[src/cspd_pkg.sv]
package cspd_pkg;

    // output counts
    localparam int NUM_CPU  = 3;
    localparam int NUM_PCI  = 6;
    localparam int NUM_FREE = 2;
    localparam int NUM_EXP  = 8;

    // register bus
    localparam int         ADDR_W      = 4;
    localparam int         DATA_W      = 8;
    localparam logic [3:0] REG_CTRL0   = 4'h0;
    localparam logic [3:0] REG_EXP_EN  = 4'h3;
    localparam logic [3:0] REG_CPU_EN  = 4'h4;
    localparam logic [3:0] REG_DRIVE   = 4'h5;
    localparam logic [3:0] REG_STATUS  = 4'h8;

    // reset values and writable masks
    localparam logic [7:0] CTRL0_RST   = 8'h08;
    localparam logic [7:0] CTRL0_MASK  = 8'h08;
    localparam logic [7:0] EXP_EN_RST  = 8'h00;
    localparam logic [7:0] CPU_EN_RST  = 8'h07;
    localparam logic [7:0] CPU_EN_MASK = 8'h1F;
    localparam logic [7:0] DRIVE_RST   = 8'h00;

    // field positions
    localparam int SW_PCI_RUN_BIT   = 3;
    localparam int CPU_EN_LSB       = 0;
    localparam int FREE_EN_LSB      = 3;
    localparam int CPU_PD_HIZ_LSB   = 0;
    localparam int EXP_PD_HIZ_BIT   = 3;
    localparam int CPU_STOP_HIZ_LSB = 4;
    localparam int EXP_STOP_HIZ_BIT = 7;
    localparam int ST_DOWN_BIT      = 0;
    localparam int ST_RUN_BIT       = 1;
    localparam int ST_CPU_HALT_BIT  = 2;
    localparam int ST_PCI_HALT_BIT  = 3;

    // timing
    localparam int CLK_PERIOD_NS = 10;
    localparam int LOCK_TIME_US  = 1800;
    localparam int LOCK_CYC_DEF  = LOCK_TIME_US * 1000 / CLK_PERIOD_NS;
    localparam int LOCK_CNT_W    = 18;
    localparam logic [1:0] PCI_DIV_LAST = 2'h2;

    typedef enum logic [4:0] {
        ST_PGOOD = 5'b00001,
        ST_LOCK  = 5'b00010,
        ST_RUN   = 5'b00100,
        ST_ENTRY = 5'b01000,
        ST_DOWN  = 5'b10000
    } cspd_state_e;

    // one differential pair: level and enable of each leg, drive level
    typedef struct packed {
        logic true_v;
        logic true_oe;
        logic comp_v;
        logic comp_oe;
        logic drive_full;
    } cspd_diff_s;

endpackage : cspd_pkg

[src/cspd_ctrl.sv]
// Our own choices: strobed register access and the address map.
`timescale 1ns/100ps
// Behaviour
// - shared pin is power-good, then power-down
// - power-down asynchronous, synchronised before acting
// - single-ended low after two complement samples
// - differential pairs park within four periods
// - drive mode 0: true high, complement tri-state
// - drive mode 1: both legs tri-state
// - stable clocks within lock time after release
// - tri-stated pairs driven high after release
// - all outputs enabled together after lock
// - cpu halt stops enabled outputs after sampling
// - stopped cpu: true high, full drive
// - cpu resume synchronous, within two cycles
// - pci halt stops pci, free outputs selectable
// - pci resume synchronous within two periods
// - pin and register bit combined, rest low
// - register bit reads 0 when halted
// - per cpu output halt enable bit
// - stop drive mode: driven or tri-state
module cspd_ctrl #(
    parameter int LOCK_CYC = cspd_pkg::LOCK_CYC_DEF
) (
    input  wire logic                                    CLK_SYS_I,
    input  wire logic                                    SYS_RST_I,
    input  wire logic                                    POWER_GOOD_N_OR_DOWN_I,
    input  wire logic                                    CPU_HALT_N_I,
    input  wire logic                                    PCI_HALT_N_I,
    input  wire logic [cspd_pkg::ADDR_W-1:0]             REG_ADDR_I,
    input  wire logic [cspd_pkg::DATA_W-1:0]             REG_WDATA_I,
    input  wire logic                                    REG_WR_I,
    input  wire logic                                    REG_RD_I,
    output logic      [cspd_pkg::DATA_W-1:0]             REG_RDATA_O,
    output cspd_pkg::cspd_diff_s [cspd_pkg::NUM_CPU-1:0] CPU_CLOCK_O,
    output cspd_pkg::cspd_diff_s [cspd_pkg::NUM_EXP-1:0] EXPRESS_REF_CLOCK_O,
    output logic      [cspd_pkg::NUM_PCI-1:0]            PCI_CLOCK_O,
    output logic      [cspd_pkg::NUM_FREE-1:0]           FREE_PCI_CLOCK_O
);

    function automatic cspd_pkg::cspd_diff_s diff_drive(
        input logic ph,
        input logic parked,
        input logic hiz,
        input logic full
    );
        cspd_pkg::cspd_diff_s d;
        d.true_v     = parked | ph;
        d.true_oe    = ~(parked & hiz);
        d.comp_v     = ~parked & ~ph;
        d.comp_oe    = ~parked;
        d.drive_full = full;
        return d;
    endfunction : diff_drive

    cspd_pkg::cspd_state_e state;
    cspd_pkg::cspd_state_e next_state;

    logic [2:0]                        sync_meta;
    logic [2:0]                        sync_q;
    logic                              pin_sync;
    logic                              cpu_halt_n_sync;
    logic                              pci_halt_n_sync;
    logic [1:0]                        pd_smp;
    logic [1:0]                        halt_smp;
    logic                              cpu_ph;
    logic [1:0]                        pci_cnt;
    logic [1:0]                        next_pci_cnt;
    logic                              cpu_rise_evt;
    logic                              cpu_fall_evt;
    logic                              pci_fall_evt;
    logic [cspd_pkg::LOCK_CNT_W-1:0]   lock_cnt;
    logic                              lock_done;
    logic                              diff_park;
    logic                              se_park;
    logic [cspd_pkg::NUM_CPU-1:0]      cpu_stop;
    logic [cspd_pkg::NUM_EXP-1:0]      exp_stop;
    logic                              pci_stop;
    logic [cspd_pkg::NUM_FREE-1:0]     free_stop;
    logic [7:0]                        ctrl0;
    logic [7:0]                        exp_en;
    logic [7:0]                        cpu_en;
    logic [7:0]                        drive;
    logic                              pci_run;
    logic                              pd_view;
    logic [7:0]                        next_rdata;

    cspd_pkg::cspd_diff_s [cspd_pkg::NUM_CPU-1:0] next_cpu;
    cspd_pkg::cspd_diff_s [cspd_pkg::NUM_EXP-1:0] next_exp;
    logic [cspd_pkg::NUM_PCI-1:0]                 next_pci;
    logic [cspd_pkg::NUM_FREE-1:0]                next_free;

    // async inputs: meta stage feeds only the second stage
    always_ff @(posedge CLK_SYS_I) begin
        if (SYS_RST_I) begin
            sync_meta <= 3'h7; // idle pins: supply not good, no halt
            sync_q    <= 3'h7;
        end else begin
            sync_meta <= {PCI_HALT_N_I, CPU_HALT_N_I, POWER_GOOD_N_OR_DOWN_I};
            sync_q    <= sync_meta;
        end
    end

    assign pin_sync        = sync_q[0];
    assign cpu_halt_n_sync = sync_q[1];
    assign pci_halt_n_sync = sync_q[2];

    // internal clock phases: cpu pair toggles each cycle, pci divides by three
    assign cpu_rise_evt = cpu_ph;          // complement rises on next edge
    assign cpu_fall_evt = ~cpu_ph;         // complement falls, true rises
    assign pci_fall_evt = (pci_cnt == 2'h0);
    assign next_pci_cnt = (pci_cnt == cspd_pkg::PCI_DIV_LAST) ? 2'h0 : pci_cnt + 2'h1;

    always_ff @(posedge CLK_SYS_I) begin
        if (SYS_RST_I) begin
            cpu_ph  <= 1'b0;
            pci_cnt <= 2'h0;
        end else begin
            cpu_ph  <= ~cpu_ph;
            pci_cnt <= next_pci_cnt;
        end
    end

    // samples taken on complement rising edges
    always_ff @(posedge CLK_SYS_I) begin
        if (SYS_RST_I) begin
            pd_smp   <= 2'h0;
            halt_smp <= 2'h0;
        end else if (cpu_rise_evt) begin
            pd_smp   <= {pd_smp[0], pin_sync};
            halt_smp <= {halt_smp[0], ~cpu_halt_n_sync};
        end
    end

    assign lock_done = (lock_cnt == cspd_pkg::LOCK_CNT_W'(LOCK_CYC - 1));

    always_comb begin
        next_state = state;
        case (state)
            cspd_pkg::ST_PGOOD: begin
                if (!pin_sync) begin
                    next_state = cspd_pkg::ST_LOCK;
                end
            end
            cspd_pkg::ST_LOCK: begin
                if (pin_sync) begin
                    next_state = cspd_pkg::ST_DOWN;
                end else if (lock_done) begin
                    next_state = cspd_pkg::ST_RUN;
                end
            end
            cspd_pkg::ST_RUN: begin
                if (&pd_smp) begin
                    next_state = cspd_pkg::ST_ENTRY;
                end
            end
            cspd_pkg::ST_ENTRY: begin
                if (diff_park && se_park) begin
                    next_state = cspd_pkg::ST_DOWN;
                end
            end
            cspd_pkg::ST_DOWN: begin
                if (!pin_sync) begin
                    next_state = cspd_pkg::ST_LOCK;
                end
            end
            default: next_state = cspd_pkg::ST_PGOOD;
        endcase
    end

    always_ff @(posedge CLK_SYS_I) begin
        if (SYS_RST_I) begin
            state <= cspd_pkg::ST_PGOOD;
        end else begin
            state <= next_state;
        end
    end

    // pll settle time; restarts on every entry
    always_ff @(posedge CLK_SYS_I) begin
        if (SYS_RST_I || state != cspd_pkg::ST_LOCK) begin
            lock_cnt <= '0;
        end else if (!lock_done) begin
            lock_cnt <= lock_cnt + 1'b1;
        end
    end

    // parking happens only on the edge that keeps the waveform whole
    always_ff @(posedge CLK_SYS_I) begin
        if (SYS_RST_I || state != cspd_pkg::ST_ENTRY) begin
            diff_park <= 1'b0;
            se_park   <= 1'b0;
        end else begin
            if (cpu_fall_evt) begin
                diff_park <= 1'b1;
            end
            if (pci_fall_evt) begin
                se_park <= 1'b1;
            end
        end
    end

    assign pci_run = pci_halt_n_sync & ctrl0[cspd_pkg::SW_PCI_RUN_BIT];

    // stop state changes only while the true leg is about to rise
    always_ff @(posedge CLK_SYS_I) begin
        if (SYS_RST_I) begin
            cpu_stop <= '0;
            exp_stop <= '0;
        end else if (cpu_fall_evt) begin
            cpu_stop <= {cspd_pkg::NUM_CPU{halt_smp[1]}}
                        & cpu_en[cspd_pkg::CPU_EN_LSB +: cspd_pkg::NUM_CPU];
            exp_stop <= {cspd_pkg::NUM_EXP{~pci_run}} & exp_en;
        end
    end

    // single-ended stop changes only while the output falls
    always_ff @(posedge CLK_SYS_I) begin
        if (SYS_RST_I) begin
            pci_stop  <= 1'b0;
            free_stop <= '0;
        end else if (pci_fall_evt) begin
            pci_stop  <= ~pci_run;
            free_stop <= {cspd_pkg::NUM_FREE{~pci_run}}
                         & cpu_en[cspd_pkg::FREE_EN_LSB +: cspd_pkg::NUM_FREE];
        end
    end

    assign pd_view = (state == cspd_pkg::ST_DOWN)
                     || (state == cspd_pkg::ST_ENTRY && diff_park);

    always_comb begin
        for (int i = 0; i < cspd_pkg::NUM_CPU; i++) begin
            if (state == cspd_pkg::ST_PGOOD) begin
                next_cpu[i] = diff_drive(~cpu_ph, 1'b1, 1'b1, 1'b0);
            end else if (state == cspd_pkg::ST_LOCK) begin
                next_cpu[i] = diff_drive(~cpu_ph, 1'b1, 1'b0, 1'b0);
            end else if (pd_view) begin
                next_cpu[i] = diff_drive(~cpu_ph, 1'b1,
                                         drive[cspd_pkg::CPU_PD_HIZ_LSB + i], 1'b0);
            end else begin
                next_cpu[i] = diff_drive(~cpu_ph, cpu_stop[i],
                                         drive[cspd_pkg::CPU_STOP_HIZ_LSB + i], 1'b1);
            end
        end
        for (int k = 0; k < cspd_pkg::NUM_EXP; k++) begin
            if (state == cspd_pkg::ST_PGOOD) begin
                next_exp[k] = diff_drive(~cpu_ph, 1'b1, 1'b1, 1'b0);
            end else if (state == cspd_pkg::ST_LOCK) begin
                next_exp[k] = diff_drive(~cpu_ph, 1'b1, 1'b0, 1'b0);
            end else if (pd_view) begin
                next_exp[k] = diff_drive(~cpu_ph, 1'b1,
                                         drive[cspd_pkg::EXP_PD_HIZ_BIT], 1'b0);
            end else begin
                next_exp[k] = diff_drive(~cpu_ph, exp_stop[k],
                                         drive[cspd_pkg::EXP_STOP_HIZ_BIT], 1'b1);
            end
        end
    end

    always_comb begin
        if (state == cspd_pkg::ST_RUN || (state == cspd_pkg::ST_ENTRY && !se_park)) begin
            next_pci  = {cspd_pkg::NUM_PCI{(next_pci_cnt == 2'h0) & ~pci_stop}};
            next_free = {cspd_pkg::NUM_FREE{next_pci_cnt == 2'h0}} & ~free_stop;
        end else begin
            next_pci  = '0;
            next_free = '0;
        end
    end

    // all outputs leave the same flops, so they enable on one edge
    always_ff @(posedge CLK_SYS_I) begin
        if (SYS_RST_I) begin
            CPU_CLOCK_O         <= '0;
            EXPRESS_REF_CLOCK_O <= '0;
            PCI_CLOCK_O         <= '0;
            FREE_PCI_CLOCK_O    <= '0;
        end else begin
            CPU_CLOCK_O         <= next_cpu;
            EXPRESS_REF_CLOCK_O <= next_exp;
            PCI_CLOCK_O         <= next_pci;
            FREE_PCI_CLOCK_O    <= next_free;
        end
    end

    always_ff @(posedge CLK_SYS_I) begin
        if (SYS_RST_I) begin
            ctrl0  <= cspd_pkg::CTRL0_RST;
            exp_en <= cspd_pkg::EXP_EN_RST;
            cpu_en <= cspd_pkg::CPU_EN_RST;
            drive  <= cspd_pkg::DRIVE_RST;
        end else if (REG_WR_I) begin
            case (REG_ADDR_I)
                cspd_pkg::REG_CTRL0:  ctrl0  <= REG_WDATA_I & cspd_pkg::CTRL0_MASK;
                cspd_pkg::REG_EXP_EN: exp_en <= REG_WDATA_I;
                cspd_pkg::REG_CPU_EN: cpu_en <= REG_WDATA_I & cspd_pkg::CPU_EN_MASK;
                cspd_pkg::REG_DRIVE:  drive  <= REG_WDATA_I;
                default: ;
            endcase
        end
    end

    always_comb begin
        next_rdata = 8'h00;
        case (REG_ADDR_I)
            cspd_pkg::REG_CTRL0: begin
                next_rdata[cspd_pkg::SW_PCI_RUN_BIT] = pci_run;
            end
            cspd_pkg::REG_EXP_EN: next_rdata = exp_en;
            cspd_pkg::REG_CPU_EN: next_rdata = cpu_en;
            cspd_pkg::REG_DRIVE:  next_rdata = drive;
            cspd_pkg::REG_STATUS: begin
                next_rdata[cspd_pkg::ST_DOWN_BIT]     = (state == cspd_pkg::ST_DOWN);
                next_rdata[cspd_pkg::ST_RUN_BIT]      = (state == cspd_pkg::ST_RUN);
                next_rdata[cspd_pkg::ST_CPU_HALT_BIT] = halt_smp[1];
                next_rdata[cspd_pkg::ST_PCI_HALT_BIT] = pci_stop;
            end
            default: next_rdata = 8'h00;
        endcase
    end

    // read data stands only in the cycle after the strobe
    always_ff @(posedge CLK_SYS_I) begin
        if (SYS_RST_I) begin
            REG_RDATA_O <= 8'h00;
        end else if (REG_RD_I) begin
            REG_RDATA_O <= next_rdata;
        end else begin
            REG_RDATA_O <= 8'h00;
        end
    end

endmodule : cspd_ctrl

[config.mk]
export PLATFORM = sky130hd
export DESIGN_NAME = cspd_ctrl
export DESIGN_NICKNAME = d
export VERILOG_FILES = /design/src/cspd_pkg.sv /design/src/cspd_ctrl.sv
export SDC_FILE = /design/constraint.sdc
export NUM_CORES = 1
export LEC_CHECK = 0
export ABC_AREA = 1
export BUFFER_PORTS_ARGS = -buffer_cell sky130_fd_sc_hd__buf_2
export CAP_MARGIN = 20
export CORE_AREA = 2 2 99 101
export CTS_CLUSTER_SIZE = 14
export DETAILED_ROUTE_END_ITERATION = 16
export DIE_AREA = 0 0 101 103
export GPL_TIMING_DRIVEN = 0
export PLACE_DENSITY = 0.84
export SLEW_MARGIN = 40
export SYNTH_ARGS = -nofsm -noshare
export SYNTH_HDL_FRONTEND = slang
export SYNTH_SLANG_ARGS = --single-unit
[constraint.sdc]
create_clock -name CLK_SYS_I -period 2 [get_ports CLK_SYS_I]
set_input_delay 0.3 -clock CLK_SYS_I [delete_from_list [all_inputs] [get_ports CLK_SYS_I]]
set_output_delay 0.3 -clock CLK_SYS_I [all_outputs]
set_load 0.01 [all_outputs]
==> impl_metrics.ini, run 1 <==
[run_status]
status = complete, no violations

[sta]
relSlewSlack = 0.624
finalCritPeriodShare = 0.880
setup_viol = 0
setup_tns_ns = 0
fmax_ghz = 0.568
min_period_ns = 1.76
rsz0062_at_grt = no
slew_viol_final = 0
clock_skew_ns = 0.00680
tightest_slew_ns = 0.563
hold_viol = 0

[setup_path]
arrival_ns = 2.15
crit_chain = ha_1 > nand2_1 > inv_1 > nand2_1 > nor2_1 > nand3_2 > nand2_2 > nand2_1 > nand2_1 > nand3_1
cp_top_family = simple AND/OR/NAND/NOR gates
critical_path_buf_inv_count = 1
crit_slowest_cell = dfxtp_1
path_class = flop to flop
critPathLaunchType = flop
end_kind = flop
crit_path_frequent_cell = nand2_1
path_max_fanout = 6
cp.required_ns = 2.39
critical-path-max-stage-delay_ns = 0.39

[global_routing]
grt_use_total = 0.249
overflow = 0
antenna_found_initial = 0
grt_pass1_vias = 4268
grt_pass1_wl_mm = 19.8
grt_max_degree = 17

[layout]
multi_input_area_um2 = 1940
finalNetCount = 761
drive_above_1_share = 0.242
area_delta_synth_final_pct = 24.5
n_antenna_cell = 0
regArea_um2 = 2600
fillerInstances = 745

[power_and_ir_drop]
vdd_drop_max_mv = 0.657
p_per_area_nw_per_um2 = 1330
leakagePower_nw = 2.85
finalPower_w = 0.00837

[cts]
clockRootBuffer = clkbuf_8
clkTransAtPathRegs_ns = 0.06
insertion_delay_ns = 0.52
tritoncts = done
clock_sinks = 130
cts_buffers = 17
clock_path_buffers = 2
cts-htree-levels = 4

[logic_synthesis]
yosys_register_bits = 130
synth_nets = 650
synthArstFlopShare = 0
ys.flop_type = dfxtp_1
ys_types = 40
avgSynthCellArea_um2 = 8.01
yosysSeqAreaShare = 0.516
synthCells = 630
synth_area_um2 = 5040
synth-edff-count = 0
yosys_warnings = 0

[floorplanning]
pin_count = 90
core_area_um2 = 9460
fp.dieW_um = 101
fp-row-count = 36
dieArea_um2 = 10400
die_h_um = 103
start_util = 0.533

[detailed_routing]
drcViolationCount = 0
num_vias = 4582
wl_per_cell_um = 14.3
drt-pass1-iter-count = 5
drt-vias-per-instance = 5.28
wirelength_mm = 12.4
ant_nets = 0
drt-initial-drc-count = 351

[worst_hold_path]
hold_path_class = primary input to flop

[place]
place_hpwl_mm = 8.66
gp_congestion = 0.897
port_buffers = 89

[flow_run]
drv_cap = 0
-- power by group --
group	internal (W)	switching, W	total (W)
sequential	0.00298	0.000198	0.00318
clock	0.00204	0.00117	0.00321
combinational	0.000758	0.00122	0.00198
-- cell usage after synthesis (2+ instances only) --
cell / n / area (um2)
inv_2: 4 / 15.0
xor2_1: 2 / 17.5
clkbuf_1: 8 / 30.0
xnor2_1: 2 / 17.5
nand3_1: 29 / 145
buf_4: 15 / 113
nand3_4: 2 / 35.0
nor3b_1: 4 / 30.0
nor2_1: 87 / 327
buf_2: 7 / 35.0
buf_6: 4 / 45.0
o22ai_1: 4 / 25.0
nand2_1: 108 / 405
o211ai_1: 3 / 22.5
a31oi_1: 4 / 25.0
a21oi_1: 61 / 305
clkinv_1: 2 / 7.51
dfxtp_1: 130 / 2600
nand4_4: 2 / 42.5
o21ai_0: 19 / 95.1
or2_2: 8 / 50.1
nand2_2: 4 / 25.0
nor3_2: 2 / 20.0
o21ai_1: 13 / 65.1
nor3_1: 7 / 35.0
a21oi_2: 2 / 17.5
nand4_1: 11 / 68.8
or2_1: 2 / 12.5
inv_1: 66 / 248
nand3_2: 2 / 20.0
nor2_2: 3 / 18.8
nor2_4: 5 / 56.3
-- state kept, by name, indices dropped and copies added, names as in the netlist, 3 cells and up --
signal and count:
cpu_en 5, exp_en 8, REG_RDATA_O 8, state 5, cpu_stop 3, sync_q 3
drive 8, exp_stop 8, sync_meta 3, CPU_CLOCK_O 13, lock_cnt 18, EXPRESS_REF_CLOCK_O 32
-- cell type report --
| cell class | count | area share |
|---|---|---|
| multi-input cells | 392 | 0.309 |
| inverters | 73 | 0.0440 |
| well taps | 114 | 0.0227 |
| repair buffers | 92 | 0.0757 |
| flip-flops and latches | 130 | 0.414 |
| clock buffers | 17 | 0.0659 |
| plain buffers | 35 | 0.0361 |
| clock inverters | 14 | 0.0323 |
-- worst register-to-register path, stage by stage, from the launching register on --
cell     delay, ns
dfxtp_1       0.39
ha_1          0.21
nand2_1       0.06
inv_1         0.08
nand2_1       0.10
nor2_1        0.19
nand3_2       0.16
nand2_2       0.15
nand2_1       0.11
nand2_1       0.10
nand3_1       0.06
-- worst paths after layout --
| kind | end | cells past startpoint | slack, ns | start |
|---|---|---|---|---|
| worst max register to register | state[0] | 10 | 0.24 | lock_cnt[0] |
| worst min-delay path | REG_RDATA_O[4] | 3 | 0.02 | REG_RD_I |
| worst max-delay path | state[0] | 10 | 0.24 | lock_cnt[0] |
| worst min register to register | sync_q[2] | 1 | 0.41 | sync_meta[2] |
-- stage by stage --
stage	std cells	setup slack [ns]	instance area (um2)	utilization	hold slack, ns
after global routing	867	0.0633	6280	0.664	0.0142
after floorplan	630	0.573	5040	-	0.388
after global placement	833	0.400	5630	0.596	0.393
after detailed placement	833	0.361	5630	0.596	0.394
final	867	0.241	6280	0.664	0.0201
after CTS	867	0.253	6280	0.664	0.0113
-- per-layer routing --
layer	track usage	part of all wire
met5	0	0
met4	0.117	0.021
met3	0.0780	0.081
met2	0.418	0.50
met1	0.292	0.40
-- cell families after synthesis --
logic type | synth area share
compound gates | 0.115
xor+xnor | 0.00695
fa+ha+maj | 0.00248
buf+inv | 0.0997
flops | 0.516
simple gates | 0.260
-- layout by cell type, fill, tap and decap left out, types with 3 or more instances in the layout --
cell type and count:
o21ai_0 19, nand4_1 11, bufinv_16 4, buf_4 15
or2_2 8, inv_2 4, dlygate4sd3_1 3, nor2_1 87
a21oi_1 61, nor2_2 3, inv_1 66, dfxtp_1 130
o21ai_1 13, o22ai_1 4, nor3_1 7, inv_6 4
a31oi_1 4, buf_6 4, clkbuf_16 16, nor3b_1 4
o211ai_1 3, nand2_2 4, clkbuf_1 8, nand3_1 29
nand2_1 108, nor2_4 5, buf_2 96, clkinv_4 3
-- what timing repair did --
action	CTS	global route
hold endpoints to repair	3	0
hold buffers	3	0
resized for setup	0	0
buffers inserted	0	0
No activity file was read; power rests on OpenSTA's default activity.
==> run 2: changes to the inputs <==
- CORE_AREA: 2 2 99 101 -> 2 2 104 106
- DIE_AREA: 0 0 101 103 -> 0 0 106 108
- PLACE_DENSITY: 0.84 -> 0.8
- clock period: 2 -> 1.5 ns (I/O delays scaled with it)
==> impl_metrics.ini, run 2 (synthesis gave the netlist of run 1 again) <==
[cts]
clockRootBuffer = clkbuf_8
clock_sinks = 130
insertion_delay_ns = 0.52
clock_path_buffers = 2
tritoncts = done
clkTransAtPathRegs_ns = 0.06
cts_buffers = 17
cts-htree-levels = 4

[power_and_ir_drop]
p_int_w = 0.00741
pwr-share-clk = 0.348
seq_power_share = 0.390
vdd_drop_max_mv = 0.810
pwr-share-comb = 0.262
leakagePower_nw = 2.93
finalPower_w = 0.0109
p_per_area_nw_per_um2 = 1660
p_sw_frac = 0.318
power.switching_w = 0.00346

[worst_hold_path]
hold_end = exp_en[3]
hold_depth = 3
min_from = REG_WDATA_I[3]
hold_path_class = primary input to flop

[floorplanning]
start_util = 0.493
dieArea_um2 = 11400
pin_count = 90
fp-row-count = 37
core_area_um2 = 10200
die_h_um = 108
fp.dieW_um = 106

[layout]
top_regs = EXPRESS_REF_CLOCK_O: 32 flops, lock_cnt: 18 flops, CPU_CLOCK_O: 13 flops
layout_common_cells = dfxtp_1 (121), nand2_1 (105), buf_2 (95)
n_antenna_cell = 0
drive_above_1_share = 0.279
stdcell_count = 910
regMostFlops = EXPRESS_REF_CLOCK_O
largest_reg_flops = 32
area_delta_synth_final_pct = 29.6
finalNetCount = 781
layout_commonest_cell = dfxtp_1

[global_routing]
overflow = 0
grtUsageMet3 = 0.0440
grt_pass1_wl_mm = 19.8
met2_usage = 0.377
grt_max_degree = 17
grt.met1_usage = 0.274
busiest_layer = met2
antenna_found_initial = 0
grt_pass1_vias = 4254
grt_use_total = 0.221

[sta]
holdWs_ns = 0.0265
setup_ws_ns = 0.0326
setup_viol = 0
min_period_ns = 1.47
relSlewSlack = 0.628
rsz0062_at_grt = yes
finalCritPeriodShare = 0.978
setup_tns_ns = 0
fmax_ghz = 0.681
hold_viol = 0
slew_viol_final = 0
tightest_slew_ns = 0.558
clock_skew_ns = 0.00608

[setup_path]
end_kind = flop
crit_slowest_cell = dfxtp_4
reg2reg_from = lock_cnt[1]
path_class = flop to flop
critPathLaunchType = flop
r2r-end = state[3]
worst_r2r_path_depth = 10
critical-path-max-stage-delay_ns = 0.37
crit_chain = ha_4 > nand2_1 > inv_2 > nand2_2 > nor2_4 > nand3_4 > nand2_4 > nand3_1 > nand2_1 > nor2_1
cp.required_ns = 1.90
critical_path_buf_inv_count = 1
path_max_fanout = 6
arrival_ns = 1.87
crit_path_frequent_cell = nand2_1
cp_top_family = simple AND/OR/NAND/NOR gates
ff2ff_setup_slack_ns = 0.03

[detailed_routing]
ant_nets = 0
drt-initial-drc-count = 294
wl_per_cell_um = 14.0
drt-pass1-iter-count = 5
num_vias = 4667
wirelength_mm = 12.7
drcViolationCount = 0
drt-vias-per-instance = 5.13

[place]
pre_cts_slack_ns = -0.140
port_buffers = 89
dp.cells = 855
gp_congestion = 0.870
place_hpwl_mm = 8.72

[flow_run]
drv_cap = 0

[run_status]
status = complete, no violations
## run 2: power by group through the flow
stage	combinational, W	clock, W	sequential, W
finish	0.00284	0.00378	0.00424
detailed placement	0.00256	0	0.00430
floorplan	0.00151	0	0.00447
global route	0.00309	0.00399	0.00429
CTS	0.00261	0.00382	0.00423
global placement	0.00248	0	0.00428
## run 2: area by class of cell
class / count / area [um2]
well taps: 136 / 170
clock inverters: 11 / 104
inverters: 73 / 280
flip-flops and latches: 130 / 2620
repair buffers: 112 / 649
fillers: 805 / 3690
multi-input cells: 392 / 2040
clock buffers: 21 / 449
plain buffers: 35 / 229
## run 2: routing by layer
layer,wire length [um],share of wire
met4,167,0.013
met5,0,0
met3,918,0.072
met2,6300,0.49
met1,5350,0.42
## run 2: timing repair
action,CTS,global route
setup endpoints to repair,24,61
pin swaps,0,8
gates resized for setup,11,26
hold endpoints to repair,15,0
hold buffers,11,0
setup buffers,1,11
## run 2: worst reg2reg max path: stages, from the launching register on
cell	delay (ns)
dfxtp_4	0.37
ha_4	0.14
nand2_1	0.07
inv_2	0.08
nand2_2	0.09
nor2_4	0.13
nand3_4	0.10
nand2_4	0.11
nand3_1	0.09
nand2_1	0.09
nor2_1	0.07
## run 2: stage by stage
| step | util | cell area, um2 |
|---|---|---|
| finish | 0.639 | 6540 |
| CTS | 0.621 | 6360 |
| floorplan | - | 5040 |
| global route | 0.639 | 6540 |
| detailed placement | 0.553 | 5660 |
| global placement | 0.553 | 5660 |
## run 2: worst max path at each step
stage | cells after the start | startpoint | to | slack [ns]
after floorplan | 10 | lock_cnt[0] | state[0] | 0.07
after global placement | 10 | lock_cnt[0] | state[0] | -0.1
after detailed placement | 4 | SYS_RST_I | EXPRESS_REF_CLOCK_O[39] | -0.14
after CTS | 10 | lock_cnt[0] | state[0] | 0.002
after global routing | 8 | state[1] | state[4] | -0.05
final | 10 | lock_cnt[1] | state[3] | 0.03
